--- config.mk ---
export PLATFORM = sky130hd
export DESIGN_NAME = mciu_top
export DESIGN_NICKNAME = d
export VERILOG_FILES = /design/src/hw/mciu_dummy_never.sv /design/src/hw/mciu_pkg.sv /design/src/hw/mciu_axil_slave.sv /design/src/hw/mciu_edge_det.sv /design/src/hw/mciu_top.sv
export SDC_FILE = /design/constraint.sdc
export NUM_CORES = 1
export LEC_CHECK = 0
export BUFFER_PORTS_ARGS = -buffer_cell sky130_fd_sc_hd__buf_2
export CAP_MARGIN = 20
export CORE_UTILIZATION = 50
export CTS_CLUSTER_DIAMETER = 60
export DETAILED_ROUTE_END_ITERATION = 8
export PLACE_DENSITY = 0.77
export SYNTH_ARGS = -nofsm -noshare
export SYNTH_HDL_FRONTEND = slang
export SYNTH_HIERARCHICAL = 1
export SYNTH_SLANG_ARGS = --single-unit
--- constraint.sdc ---
create_clock -name aclk -period 3.8 [get_ports aclk]
set_input_delay 0.57 -clock aclk [delete_from_list [all_inputs] [get_ports aclk]]
set_output_delay 0.57 -clock aclk [all_outputs]
set_load 0.005 [all_outputs]
--- src/hw/mciu_dummy_never.sv ---
// holds no logic

--- src/hw/mciu_pkg.sv ---
// shared constants, register map and carrier types of the interrupt unit
`default_nettype none
package mciu_pkg;
	localparam int unsigned ADDR_W = 8;
	localparam int unsigned DATA_W = 32;
	localparam int unsigned PC_W = 13;
	localparam int unsigned REG_W = 8;
	localparam int unsigned PORT_W = 4;
	// register byte offsets on the bus
	localparam logic [ADDR_W-1:0] OFS_IRQ_CONTROL = 8'h00;
	localparam logic [ADDR_W-1:0] OFS_OPTION = 8'h04;
	localparam logic [ADDR_W-1:0] OFS_NVM_CONTROL = 8'h08;
	localparam logic [ADDR_W-1:0] OFS_IRQ_STATUS = 8'h0C;
	localparam logic [ADDR_W-1:0] OFS_IRQ_MASK = 8'h10;
	localparam logic [ADDR_W-1:0] OFS_CORE_STATE = 8'h14;
	// irq_control field positions
	localparam int unsigned BIT_GLOBAL_EN = 7;
	localparam int unsigned BIT_NVM_EN = 6;
	localparam int unsigned BIT_TIMER_EN = 5;
	localparam int unsigned BIT_EXT_EN = 4;
	localparam int unsigned BIT_PORT_EN = 3;
	localparam int unsigned BIT_TIMER_FLAG = 2;
	localparam int unsigned BIT_EXT_FLAG = 1;
	localparam int unsigned BIT_PORT_FLAG = 0;
	// option and nvm control field positions
	localparam int unsigned BIT_EDGE_SEL = 6;
	localparam int unsigned BIT_NVM_FLAG = 4;
	// reset values, nvm control write mask and vector address
	localparam logic [REG_W-1:0] IRQ_CONTROL_RST = 8'h00;
	localparam logic [REG_W-1:0] OPTION_RST = 8'hFF;
	localparam logic [REG_W-1:0] NVM_CONTROL_RST = 8'h00;
	localparam logic [REG_W-1:0] NVM_CONTROL_MASK = 8'h10;
	localparam logic [PC_W-1:0] VECTOR_PC = 13'h0004;
	localparam logic [PC_W-1:0] PC_RST = 13'h0000;
	// wrapper event bits in irq_status and irq_mask
	localparam int unsigned EVT_W = 3;
	localparam int unsigned EVT_VECTOR = 0;
	localparam int unsigned EVT_WAKE = 1;
	localparam int unsigned EVT_SLEEP_NOP = 2;
	localparam logic [EVT_W-1:0] EVT_RST = 3'h0;
	// bus responses
	localparam logic [1:0] RESP_OKAY = 2'h0;
	localparam logic [1:0] RESP_SLVERR = 2'h2;

	typedef enum logic [1:0]
	{
		ST_RUN = 2'h0,
		ST_ARMED = 2'h1,
		ST_SWITCH = 2'h3,
		ST_SLEEP = 2'h2
	} mciu_state_t;

	typedef struct packed
	{
		logic [ADDR_W-1:0] addr;
		logic [DATA_W-1:0] data;
		logic [DATA_W/8-1:0] strb;
	} mciu_wr_t;

	typedef struct packed
	{
		logic cycle_tick;
		logic handler_return;
		logic sleep_enter;
		logic [PC_W-1:0] return_pc;
	} mciu_core_in_t;

	typedef struct packed
	{
		logic vector_load;
		logic [PC_W-1:0] vector_pc;
		logic stack_push;
		logic [PC_W-1:0] stack_data;
		logic wake;
		logic asleep;
	} mciu_core_out_t;
endpackage : mciu_pkg
`default_nettype wire

--- src/hw/mciu_axil_slave.sv ---
// axi4-lite slave front end: one write and one read at a time
`default_nettype none
module mciu_axil_slave (
	input wire logic aclk, // system clock
	input wire logic aresetn, // synchronous reset, active low
	input wire logic [mciu_pkg::ADDR_W-1:0] awaddr, // write address
	input wire logic awvalid, // write address valid
	output logic awready, // write address ready
	input wire logic [mciu_pkg::DATA_W-1:0] wdata, // write data
	input wire logic [mciu_pkg::DATA_W/8-1:0] wstrb, // write strobes
	input wire logic wvalid, // write data valid
	output logic wready, // write data ready
	output logic [1:0] bresp, // write response
	output logic bvalid, // write response valid
	input wire logic bready, // write response ready
	input wire logic [mciu_pkg::ADDR_W-1:0] araddr, // read address
	input wire logic arvalid, // read address valid
	output logic arready, // read address ready
	output logic [mciu_pkg::DATA_W-1:0] rdata, // read data
	output logic [1:0] rresp, // read response
	output logic rvalid, // read data valid
	input wire logic rready, // read data ready
	output logic wr_en, // one-cycle register write strobe
	output mciu_pkg::mciu_wr_t wr, // register write payload
	input wire logic wr_hit, // write address is mapped
	input wire logic [mciu_pkg::DATA_W-1:0] rd_data, // read value at araddr
	input wire logic rd_hit // read address is mapped
);
	logic aw_held;
	logic w_held;
	logic [mciu_pkg::ADDR_W-1:0] aw_addr;
	logic [mciu_pkg::DATA_W-1:0] w_data;
	logic [mciu_pkg::DATA_W/8-1:0] w_strb;

	// no new write is taken while a response waits, so one write at a time
	assign awready = !aw_held && !bvalid;
	assign wready = !w_held && !bvalid;
	assign wr_en = aw_held && w_held && !bvalid;
	assign wr = '{addr: aw_addr, data: w_data, strb: w_strb};
	assign arready = !rvalid;

	// address and data arrive in either order
	always_ff @(posedge aclk)
	begin
		if (!aresetn)
		begin
			aw_held <= 1'b0;
			w_held <= 1'b0;
			aw_addr <= '0;
			w_data <= '0;
			w_strb <= '0;
		end
		else if (wr_en)
		begin
			aw_held <= 1'b0;
			w_held <= 1'b0;
		end
		else
		begin
			if (awvalid && awready)
			begin
				aw_held <= 1'b1;
				aw_addr <= awaddr;
			end
			if (wvalid && wready)
			begin
				w_held <= 1'b1;
				w_data <= wdata;
				w_strb <= wstrb;
			end
		end
	end

	// write response
	always_ff @(posedge aclk)
	begin
		if (!aresetn)
		begin
			bvalid <= 1'b0;
			bresp <= mciu_pkg::RESP_OKAY;
		end
		else if (wr_en)
		begin
			bvalid <= 1'b1;
			bresp <= wr_hit ? mciu_pkg::RESP_OKAY : mciu_pkg::RESP_SLVERR;
		end
		else if (bready)
			bvalid <= 1'b0;
	end

	// read answers one cycle after the address is taken
	always_ff @(posedge aclk)
	begin
		if (!aresetn)
		begin
			rvalid <= 1'b0;
			rdata <= '0;
			rresp <= mciu_pkg::RESP_OKAY;
		end
		else if (arvalid && arready)
		begin
			rvalid <= 1'b1;
			rdata <= rd_hit ? rd_data : '0;
			rresp <= rd_hit ? mciu_pkg::RESP_OKAY : mciu_pkg::RESP_SLVERR;
		end
		else if (rready)
			rvalid <= 1'b0;
	end
endmodule : mciu_axil_slave
`default_nettype wire

--- src/hw/mciu_edge_det.sv ---
// two-stage synchroniser with rise and fall detection per bit
`default_nettype none
module mciu_edge_det #(
	parameter int unsigned W = 1
) (
	input wire logic aclk, // system clock
	input wire logic aresetn, // synchronous reset, active low
	input wire logic [W-1:0] pin, // asynchronous pin levels
	output logic [W-1:0] rise, // one-cycle rising pulse per bit
	output logic [W-1:0] fall // one-cycle falling pulse per bit
);
	logic [W-1:0] meta;
	logic [W-1:0] stable;
	logic [W-1:0] prev;
	logic primed;

	// meta is read only by stable; unreset, so a level held in reset gives no edge
	always_ff @(posedge aclk)
	begin
		meta <= pin;
		stable <= meta;
		prev <= stable;
	end

	// primed blocks an edge in the first cycle after reset
	always_ff @(posedge aclk)
	begin
		primed <= aresetn;
	end

	assign rise = primed ? (stable & ~prev) : '0;
	assign fall = primed ? (~stable & prev) : '0;
endmodule : mciu_edge_det
`default_nettype wire

--- src/hw/mciu_top.sv ---
// interrupt unit of a small microcontroller: flags, enables, vectoring and wake
//
// Chosen here: the AXI4-Lite register port and the register offsets.
`default_nettype none
// Overview of operation
// - exactly four sources: edge pin, timer wrap, upper port change, nvm write done
// - global_irq_enable in control bit 7 gates every enabled source
// - any reset clears global_irq_enable
// - return_from_handler sets global_irq_enable again
// - accepting clears global enable, pushes return address, loads vector 0004h
// - pin and port events reach the vector three to four instruction cycles later
// - flags set on their event regardless of any enable
// - pin edge polarity from ext_edge_select; valid edge sets ext_pin_flag
// - ext_pin_enable clear masks the pin interrupt
// - pin edge wakes from sleep only if its enable was set before sleep
// - timer wrap sets timer_wrap_flag, gated by timer_wrap_enable
// - upper port change sets port_change_flag, gated by port_change_enable
// - nvm write completion sets nvm_write_done_flag, gated by its enable
// - only the return address is saved by hardware
// - enabled interrupt other than the timer wakes from sleep; global enable decides the vector afterwards
module mciu_top (
	input wire logic aclk, // 25 mhz system clock
	input wire logic aresetn, // synchronous reset, active low
	input wire logic [mciu_pkg::ADDR_W-1:0] s_axi_awaddr, // write address
	input wire logic s_axi_awvalid, // write address valid
	output logic s_axi_awready, // write address ready
	input wire logic [mciu_pkg::DATA_W-1:0] s_axi_wdata, // write data
	input wire logic [mciu_pkg::DATA_W/8-1:0] s_axi_wstrb, // write strobes
	input wire logic s_axi_wvalid, // write data valid
	output logic s_axi_wready, // write data ready
	output logic [1:0] s_axi_bresp, // write response
	output logic s_axi_bvalid, // write response valid
	input wire logic s_axi_bready, // write response ready
	input wire logic [mciu_pkg::ADDR_W-1:0] s_axi_araddr, // read address
	input wire logic s_axi_arvalid, // read address valid
	output logic s_axi_arready, // read address ready
	output logic [mciu_pkg::DATA_W-1:0] s_axi_rdata, // read data
	output logic [1:0] s_axi_rresp, // read response
	output logic s_axi_rvalid, // read data valid
	input wire logic s_axi_rready, // read data ready
	input wire logic ext_irq_pin, // external interrupt pin, asynchronous
	input wire logic [mciu_pkg::PORT_W-1:0] second_io_port_hi, // upper port pins
	input wire logic timer_wrap, // one-cycle pulse when timer_counter_8b wraps
	input wire logic nvm_write_done, // one-cycle pulse at nvm write completion
	input wire mciu_pkg::mciu_core_in_t core_in, // cpu core boundary signals
	output mciu_pkg::mciu_core_out_t core_out, // redirect, push and wake to core
	output logic irq_out // wrapper interrupt, active high level
);
	logic [mciu_pkg::REG_W-1:0] irq_control_reg;
	logic [mciu_pkg::REG_W-1:0] option_reg;
	logic [mciu_pkg::REG_W-1:0] nvm_control_reg;
	logic [mciu_pkg::EVT_W-1:0] irq_status;
	logic [mciu_pkg::EVT_W-1:0] irq_mask;
	mciu_pkg::mciu_state_t state;
	logic ext_en_at_sleep;
	logic wr_en;
	mciu_pkg::mciu_wr_t wr;
	logic wr_hit;
	logic wr_lane;
	logic [mciu_pkg::REG_W-1:0] wr_byte;
	logic [mciu_pkg::DATA_W-1:0] rd_data;
	logic rd_hit;
	logic ext_rise;
	logic ext_fall;
	logic [mciu_pkg::PORT_W-1:0] port_rise;
	logic [mciu_pkg::PORT_W-1:0] port_fall;
	logic ext_edge;
	logic port_change;
	logic [3:0] pending;
	logic irq_request;
	logic wake_any;
	logic accept;
	logic woke;
	logic sleep_nop;
	logic [mciu_pkg::EVT_W-1:0] events;

	mciu_axil_slave u_bus (
		.aclk(aclk),
		.aresetn(aresetn),
		.awaddr(s_axi_awaddr),
		.awvalid(s_axi_awvalid),
		.awready(s_axi_awready),
		.wdata(s_axi_wdata),
		.wstrb(s_axi_wstrb),
		.wvalid(s_axi_wvalid),
		.wready(s_axi_wready),
		.bresp(s_axi_bresp),
		.bvalid(s_axi_bvalid),
		.bready(s_axi_bready),
		.araddr(s_axi_araddr),
		.arvalid(s_axi_arvalid),
		.arready(s_axi_arready),
		.rdata(s_axi_rdata),
		.rresp(s_axi_rresp),
		.rvalid(s_axi_rvalid),
		.rready(s_axi_rready),
		.wr_en(wr_en),
		.wr(wr),
		.wr_hit(wr_hit),
		.rd_data(rd_data),
		.rd_hit(rd_hit)
	);

	// pins pass two flops; a change narrower than a clock cycle
	// may be missed, so the far side holds it longer
	mciu_edge_det #(.W(1)) u_ext_sync (
		.aclk(aclk),
		.aresetn(aresetn),
		.pin(ext_irq_pin),
		.rise(ext_rise),
		.fall(ext_fall)
	);

	mciu_edge_det #(.W(mciu_pkg::PORT_W)) u_port_sync (
		.aclk(aclk),
		.aresetn(aresetn),
		.pin(second_io_port_hi),
		.rise(port_rise),
		.fall(port_fall)
	);

	// edge polarity chosen by ext_edge_select
	assign ext_edge = option_reg[mciu_pkg::BIT_EDGE_SEL] ? ext_rise : ext_fall;
	assign port_change = |(port_rise | port_fall);

	// the four sources, each flag gated by its own enable
	assign pending[0] = irq_control_reg[mciu_pkg::BIT_PORT_FLAG]
		& irq_control_reg[mciu_pkg::BIT_PORT_EN];
	assign pending[1] = irq_control_reg[mciu_pkg::BIT_EXT_FLAG]
		& irq_control_reg[mciu_pkg::BIT_EXT_EN];
	assign pending[2] = irq_control_reg[mciu_pkg::BIT_TIMER_FLAG]
		& irq_control_reg[mciu_pkg::BIT_TIMER_EN];
	assign pending[3] = nvm_control_reg[mciu_pkg::BIT_NVM_FLAG]
		& irq_control_reg[mciu_pkg::BIT_NVM_EN];
	assign irq_request = irq_control_reg[mciu_pkg::BIT_GLOBAL_EN] & (|pending);

	// in sleep the pin source uses the enable captured at sleep entry; the timer
	// is left out because its clock stops while asleep
	assign wake_any = (pending[0] | pending[3]
		| (irq_control_reg[mciu_pkg::BIT_EXT_FLAG] & ext_en_at_sleep));

	assign accept = (state == mciu_pkg::ST_SWITCH) && core_in.cycle_tick && irq_request;
	assign woke = (state == mciu_pkg::ST_SLEEP) && wake_any;
	assign sleep_nop = (state == mciu_pkg::ST_RUN) && core_in.sleep_enter && (|pending);

	// bus decode; registers are at most eight bits, in the low byte lane
	assign wr_lane = wr.strb[0];
	assign wr_byte = wr.data[mciu_pkg::REG_W-1:0];
	assign wr_hit = (wr.addr == mciu_pkg::OFS_IRQ_CONTROL) || (wr.addr == mciu_pkg::OFS_OPTION)
		|| (wr.addr == mciu_pkg::OFS_NVM_CONTROL) || (wr.addr == mciu_pkg::OFS_IRQ_STATUS)
		|| (wr.addr == mciu_pkg::OFS_IRQ_MASK);

	// read mux; core state reads as fsm state, asleep and the pin enable latch
	always_comb
	begin
		rd_data = '0;
		rd_hit = 1'b1;
		case (s_axi_araddr)
			mciu_pkg::OFS_IRQ_CONTROL: rd_data[mciu_pkg::REG_W-1:0] = irq_control_reg;
			mciu_pkg::OFS_OPTION: rd_data[mciu_pkg::REG_W-1:0] = option_reg;
			mciu_pkg::OFS_NVM_CONTROL: rd_data[mciu_pkg::REG_W-1:0] = nvm_control_reg;
			mciu_pkg::OFS_IRQ_STATUS: rd_data[mciu_pkg::EVT_W-1:0] = irq_status;
			mciu_pkg::OFS_IRQ_MASK: rd_data[mciu_pkg::EVT_W-1:0] = irq_mask;
			mciu_pkg::OFS_CORE_STATE: rd_data[3:0] = {ext_en_at_sleep, core_out.asleep, state};
			default: rd_hit = 1'b0;
		endcase
	end

	// irq_control: writes first, then hardware sets, so an event in the clearing
	// cycle survives; flags never clear by themselves
	always_ff @(posedge aclk)
	begin
		if (!aresetn)
			irq_control_reg <= mciu_pkg::IRQ_CONTROL_RST;
		else
		begin
			logic [mciu_pkg::REG_W-1:0] next_ctl;
			next_ctl = irq_control_reg;
			if (wr_en && wr_lane && (wr.addr == mciu_pkg::OFS_IRQ_CONTROL))
				next_ctl = wr_byte; // software must clear flags first
			if (core_in.handler_return)
				next_ctl[mciu_pkg::BIT_GLOBAL_EN] = 1'b1;
			if (accept)
				next_ctl[mciu_pkg::BIT_GLOBAL_EN] = 1'b0;
			if (ext_edge)
				next_ctl[mciu_pkg::BIT_EXT_FLAG] = 1'b1;
			if (timer_wrap)
				next_ctl[mciu_pkg::BIT_TIMER_FLAG] = 1'b1;
			if (port_change)
				next_ctl[mciu_pkg::BIT_PORT_FLAG] = 1'b1;
			irq_control_reg <= next_ctl;
		end
	end

	// option and nvm control; only the done flag of nvm control lives here
	always_ff @(posedge aclk)
	begin
		if (!aresetn)
		begin
			option_reg <= mciu_pkg::OPTION_RST;
			nvm_control_reg <= mciu_pkg::NVM_CONTROL_RST;
		end
		else
		begin
			if (wr_en && wr_lane && (wr.addr == mciu_pkg::OFS_OPTION))
				option_reg <= wr_byte;
			if (nvm_write_done)
				nvm_control_reg[mciu_pkg::BIT_NVM_FLAG] <= 1'b1;
			else if (wr_en && wr_lane && (wr.addr == mciu_pkg::OFS_NVM_CONTROL))
				nvm_control_reg <= wr_byte & mciu_pkg::NVM_CONTROL_MASK;
		end
	end

	// vectoring sequence: a request seen at one instruction boundary is taken two
	// boundaries later, so latency does not depend on instruction length
	always_ff @(posedge aclk)
	begin
		if (!aresetn)
			state <= mciu_pkg::ST_RUN;
		else
		begin
			case (state)
				mciu_pkg::ST_RUN:
				begin
					if (core_in.sleep_enter && !(|pending))
						state <= mciu_pkg::ST_SLEEP;
					else if (irq_request && core_in.cycle_tick)
						state <= mciu_pkg::ST_ARMED;
				end
				mciu_pkg::ST_ARMED:
				begin
					if (!irq_request)
						state <= mciu_pkg::ST_RUN;
					else if (core_in.cycle_tick)
						state <= mciu_pkg::ST_SWITCH;
				end
				mciu_pkg::ST_SWITCH:
				begin
					if (!irq_request || core_in.cycle_tick)
						state <= mciu_pkg::ST_RUN;
				end
				mciu_pkg::ST_SLEEP:
				begin
					// wake goes to run; the next instruction runs before any vector
					if (wake_any)
						state <= mciu_pkg::ST_RUN;
				end
				default: state <= mciu_pkg::ST_RUN;
			endcase
		end
	end

	// pin enable captured as sleep is entered
	always_ff @(posedge aclk)
	begin
		if (!aresetn)
			ext_en_at_sleep <= 1'b0;
		else if ((state == mciu_pkg::ST_RUN) && core_in.sleep_enter)
			ext_en_at_sleep <= irq_control_reg[mciu_pkg::BIT_EXT_EN];
	end

	// core side outputs; only the return address is pushed, nothing else
	always_ff @(posedge aclk)
	begin
		if (!aresetn)
		begin
			core_out.vector_load <= 1'b0;
			core_out.vector_pc <= mciu_pkg::PC_RST;
			core_out.stack_push <= 1'b0;
			core_out.stack_data <= mciu_pkg::PC_RST;
			core_out.wake <= 1'b0;
			core_out.asleep <= 1'b0;
		end
		else
		begin
			core_out.vector_load <= accept;
			core_out.stack_push <= accept;
			core_out.wake <= woke;
			core_out.asleep <= (state == mciu_pkg::ST_SLEEP) && !wake_any;
			if (accept)
			begin
				core_out.vector_pc <= mciu_pkg::VECTOR_PC;
				core_out.stack_data <= core_in.return_pc;
			end
		end
	end

	assign events[mciu_pkg::EVT_VECTOR] = accept;
	assign events[mciu_pkg::EVT_WAKE] = woke;
	assign events[mciu_pkg::EVT_SLEEP_NOP] = sleep_nop;

	// wrapper status: write one to clear, a same-cycle event wins
	always_ff @(posedge aclk)
	begin
		if (!aresetn)
		begin
			irq_status <= mciu_pkg::EVT_RST;
			irq_mask <= mciu_pkg::EVT_RST;
		end
		else
		begin
			if (wr_en && wr_lane && (wr.addr == mciu_pkg::OFS_IRQ_STATUS))
				irq_status <= (irq_status & ~wr_byte[mciu_pkg::EVT_W-1:0]) | events;
			else
				irq_status <= irq_status | events;
			if (wr_en && wr_lane && (wr.addr == mciu_pkg::OFS_IRQ_MASK))
				irq_mask <= wr_byte[mciu_pkg::EVT_W-1:0];
		end
	end

	// registered so the output never glitches on decode
	always_ff @(posedge aclk)
	begin
		if (!aresetn)
			irq_out <= 1'b0;
		else
			irq_out <= |(irq_status & irq_mask);
	end
endmodule : mciu_top
`default_nettype wire

### Word level (Yosys, flattened, before mapping)

Cells that the tools add are included.

| storage, ports and cells | value |
|---|---|
| register bits | 117 |
| input bits | 82 |
| output and inout port bits | 72 |
| word-level logic and storage cells | 157 |

| cells by class | value |
|---|---|
| equality and inequality tests | 16 |
| multiplexer cells | 31 |
| bitwise gates (word level) | 24 |
| reduce and logical (&&, ||, !) cells | 52 |

Operators by type and width:

| kind | number |
|---|---|
| $eq A8 B4 Y1 const B | 4 |
| $eq A8 B5 Y1 const B | 3 |
| $logic_and A1 B1 Y1 | 21 |
| $eq A8 B3 Y1 const B | 2 |
| $logic_not A8 Y1 | 2 |
| $mux W2 | 8 |
| $mux W8 | 2 |
| $pmux W3 S5 | 1 |
| $reduce_bool A2 Y1 | 7 |
| $mux W1 | 13 |
| $pmux W4 S3 | 1 |
| $and A1 B1 Y1 | 8 |
| $and A4 B4 Y4 | 2 |
| $mux W4 | 2 |
| $not A4 Y4 | 2 |
| $pmux W2 S4 | 1 |
| $reduce_or A4 Y1 | 2 |
| $logic_not A1 Y1 | 7 |
| $and A3 B3 Y3 | 2 |
| $or A3 B3 Y3 | 2 |
| $reduce_or A6 Y1 | 1 |
| $logic_or A1 B1 Y1 | 5 |
| $mux W5 | 1 |
| $eq A2 B2 Y1 const B | 2 |
| 16 further kinds | 22 |

### Longest topological paths before layout

| depth | value |
|---|---|
| depth in word-level cells | 7 |
| gate-level depth with buffers | 8 |
| gate-level depth less buffers | 7 |

### Modules after synthesis

Netlist, hierarchy kept.

By module, submodules not included:

| module | instances | cells an instance | area each (um2) | sequential area each (um2) |
|---|---|---|---|---|
| mciu_axil_slave | 1 | 369 | 3,125.5 | 1,641.6 |
| mciu_top | 1 | 246 | 2,084.5 | 880.8 |
| mciu_edge_det at u_port_sync | 1 | 21 | 330.3 | 260.2 |
| mciu_edge_det at u_ext_sync | 1 | 6 | 97.6 | 80.1 |

### Worst setup path after synthesis

Ideal clock, no wire load.

| path | value |
|---|---|
| kind | input to register |
| start point | input s_axi_araddr[2] in the netlist's numbering |
| end point | register u_bus/rdata[2] in the netlist's numbering |
| setup time | 0.076 ns |
| data arrival time | 1.967 ns |
| required time | 3.724 ns |
| setup slack | 1.757 ns |
| stages | 6 |
| buffers on the path | 1 |
| cell sequence | clkbuf_1 > nor4b_1 > a22oi_1 > o21ai_0 > nand3_1 > a21boi_0 |

| on the way | value |
|---|---|
| elaborated cells between the ends (all ways) | 10 |
| those cells by class | 5 x eq/ne; 3 x mux; 2 x reduce/logical |

RTL lines:

| what | RTL line | text |
|---|---|---|
| start, declared | mciu_top.sv:34 | `input wire logic [mciu_pkg::ADDR_W-1:0] s_axi_araddr,` |
| $eq A8 B5 Y1 (tied with other cells) | mciu_top.sv:158 | `case (s_axi_araddr)` |
| $pmux W3 S5 * | mciu_top.sv:158 |  |
| net rd_data, one bit | mciu_top.sv:61 | `logic [mciu_pkg::DATA_W-1:0] rd_data;` |
| $mux W8 * | mciu_axil_slave.sv:103 | `rdata <= rd_hit ? rd_data : '0;` |
| end signal, assigned | mciu_axil_slave.sv:103 |  |
| end, declared | mciu_axil_slave.sv:19 | `output logic [mciu_pkg::DATA_W-1:0] rdata,` |

The timed path passes the listed nets; every way through them passes the cells marked *.
A chain may end at the register's enable or synchronous reset.

### Worst setup path in the final report

| path | value |
|---|---|
| start point | register u_bus/aw_addr[0] in the netlist's numbering |
| end point | register irq_control_reg[7] in the netlist's numbering |

| on the way | value |
|---|---|
| longest elaborated chain between the ends | 3 |

RTL lines:

| what | RTL line | text |
|---|---|---|
| start, declared | mciu_axil_slave.sv:31 | `logic [mciu_pkg::ADDR_W-1:0] aw_addr;` |
| start signal, assigned | mciu_axil_slave.sv:63 | `aw_addr <= awaddr;` |
| $logic_not A8 Y1 | mciu_top.sv:179 | `if (wr_en && wr_lane && (wr.addr == mciu_pkg::OFS_IRQ_CONTROL))` |
| $logic_and A1 B1 Y1 | mciu_top.sv:179 |  |
| $reduce_bool A2 Y1 (no source line) | - |  |
| end signal, assigned | mciu_top.sv:174 | `irq_control_reg <= mciu_pkg::IRQ_CONTROL_RST;` |
| end signal, assigned | mciu_top.sv:191 | `irq_control_reg <= next_ctl;` |
| end, declared | mciu_top.sv:49 | `logic [mciu_pkg::REG_W-1:0] irq_control_reg;` |

Every way passes these cells.

==> flow_summary.yaml <==
pwr:
  p_leak_nw: 2.56
  cellPowerDensity_nw_per_um2: 492
  p_comb_frac: 0.057
  swShare: 0.253
  clkPwrFrac: 0.493
  p_sw_w: 0.000722
  p_int_w: 0.00214
  sequentialPowerShare: 0.450
  peakVddDrop_v: 0.000362
clock_network:
  cts_resized: 0
  cts_tree: "built"
  numCtsBuffers: 17
  cts_setup_buffers: 0
  cts-root-buf: "clkbuf_8"
  clockBufferDepth: 2
  hold_buffers: 0
  clk_pin_slew_ps: 60
  clock_sinks: 116
  worst_skew_pair.late_latency_ps: 520
  h-tree-depth: 4
sta:
  fin_setup_tns_ps: 0
  setup_viol: 0
  maxSlewViolCount: 0
  tightestPinTransition_ps: 889
  period_share: 0.651
  fmax_mhz: 404
  hold_violations: 0
  slew_headroom: 0.399
  skew_ps: 8.01
  min_period_ps: 2470
  grt_setup_unrepaired: "false"
finish:
  final_cell_mix: "dfxtp_1 (116), buf_2 (112), nand2_1 (96)"
  n_antenna_cell: 0
  multi_input_area_sq_um: 2160
  final_common_cell: "dfxtp_1"
  stdcell_count: 767
  layout.nets: 725
  final_util: 0.634
  top_register: "u_bus/rdata"
  drive_gt1_frac: 0.247
  top_regs: "u_bus/rdata (32), core_out (17)"
  syn_to_final_growth_pct: 23.5
  largest_reg_flops: 32
  n_fill_cell: 775
  seq_area_sq_um: 2320
placed_design:
  place_congestion: 0.857
  port_buffers: 112
  dp_cells: 733
  dp_hpwl_microns: 6880
setup_path:
  critPathLaunchType: "flop"
  crit_start: "u_bus/aw_addr[0]"
  worstPathRequired_ps: 4160
  cp.arrival_ps: 2830
  timing.rr.start: "u_bus/aw_addr[0]"
  r2r.worst_path.cells: 5
  reg2reg_slack_ps: 1330
  crit_path_end_kind: "flop"
  path_class: "flop to flop"
  worstPathMaxFanout: 8
  r2r_end: "irq_control_reg[7]"
  crit_chain: "or4_4 > nor4_4 > nor3b_2 > mux2i_1 > a211oi_2"
  max_stage_delay_ps: 750
  critPathCapture: "irq_control_reg[7]"
  worst_path_max_delay_cell: "nor3b_2"
floorplanning:
  die_x_microns: 98.9
  die_area_sq_um: 9790
  coreArea_sq_um: 9150
  chipHeight_microns: 98.9
  io_pins: 154
  rows: 35
  start_util: 0.513
global_routing:
  grt_start_max_net_pins: 88
  grt_first_pass_wirelength_microns: 16700
  antenna_found_initial: 0
  busiest_layer: "met2"
  use_met3: 0.0645
  met2_usage: 0.346
  grt_pass1_vias: 3654
  grt_overflow_total: 0
  grt_use_met1: 0.266
  grt.total_usage: 0.214
synth:
  ys_warn_count: 6
  syn-cell-area_sq_um: 4700
  avgSynthCellArea_sq_um: 8.85
  netlist_instances: 531
drt:
  dr.first_iter.drc_count: 195
  via_per_inst: 5.16
  routed_wirelength_microns: 10100
  drc: 0
  vias: 3958
  wl_per_cell_microns: 13.2
  ant_nets: 0
  firstDrtPassIters: 6
worst_hold_path:
  worstHoldPathType: "input port to flop"
status:
  status: "finished clean"
run:
  maxCapViolCount: 0
[worst max-delay path, delay by kind of cell, from the launching register on]
kind / cells / cell delay (ps)
AND/OR/NAND/NOR: 3 / 1610
flip-flops: 1 / 310
multiplexers: 1 / 300
AO/OA/AOI/OAI: 1 / 90
[metal layers]
| metal | up-vias | wire length (microns) |
|---|---|---|
| li1 | 1985 | - |
| met1 | 1829 | 4550 |
| met2 | 126 | 4850 |
| met3 | 18 | 575 |
| met4 | 0 | 168 |
| met5 | - | 0 |
[power groups by stage]
stage | Combinational (W) | Sequential (W) | Clock [W]
final | 0.000164 | 0.00129 | 0.00141
after global routing | 0.000185 | 0.00129 | 0.00149
after CTS | 0.000158 | 0.00128 | 0.00143
after detailed placement | 0.000157 | 0.00131 | 0
after global placement | 0.000153 | 0.00131 | 0
after floorplan | 0.000129 | 0.00130 | 0
[through the flow]
step	total power [W]	area [sq um]	worst slack (ps)	hold slack [ps]
after floorplan	0.00143	4830	1760	310
after detailed placement	0.00147	5230	1340	312
after global routing	0.00296	5800	1160	137
after CTS	0.00288	5770	1320	130
final	0.00286	5800	1330	149
after global placement	0.00146	5230	1380	312
[cell type report]
| class | instances | share of cell area |
|---|---|---|
| flip-flops and latches | 116 | 0.400 |
| multi-input cells | 385 | 0.373 |
| clock buffers | 17 | 0.0714 |
| well taps | 111 | 0.0239 |
| inverters | 6 | 0.00388 |
| clock inverters | 15 | 0.0213 |
| repair buffers | 117 | 0.107 |
[worst min path at each step]
stage / start / endpoint / slack, ps / depth (start not counted)
3_3_place_gp: u_port_sync/meta[3] / u_port_sync/stable[3] / 310 / 0
6_report: second_io_port_hi[2] / u_port_sync/meta[2] / 150 / 1
4_1_cts: second_io_port_hi[2] / u_port_sync/meta[2] / 130 / 1
2_1_floorplan: u_ext_sync/meta / u_ext_sync/stable / 310 / 0
3_5_place_dp: u_port_sync/meta[0] / u_port_sync/stable[0] / 310 / 0
5_1_grt: second_io_port_hi[1] / u_port_sync/meta[1] / 140 / 1
(Power assumes the default switching activity.)
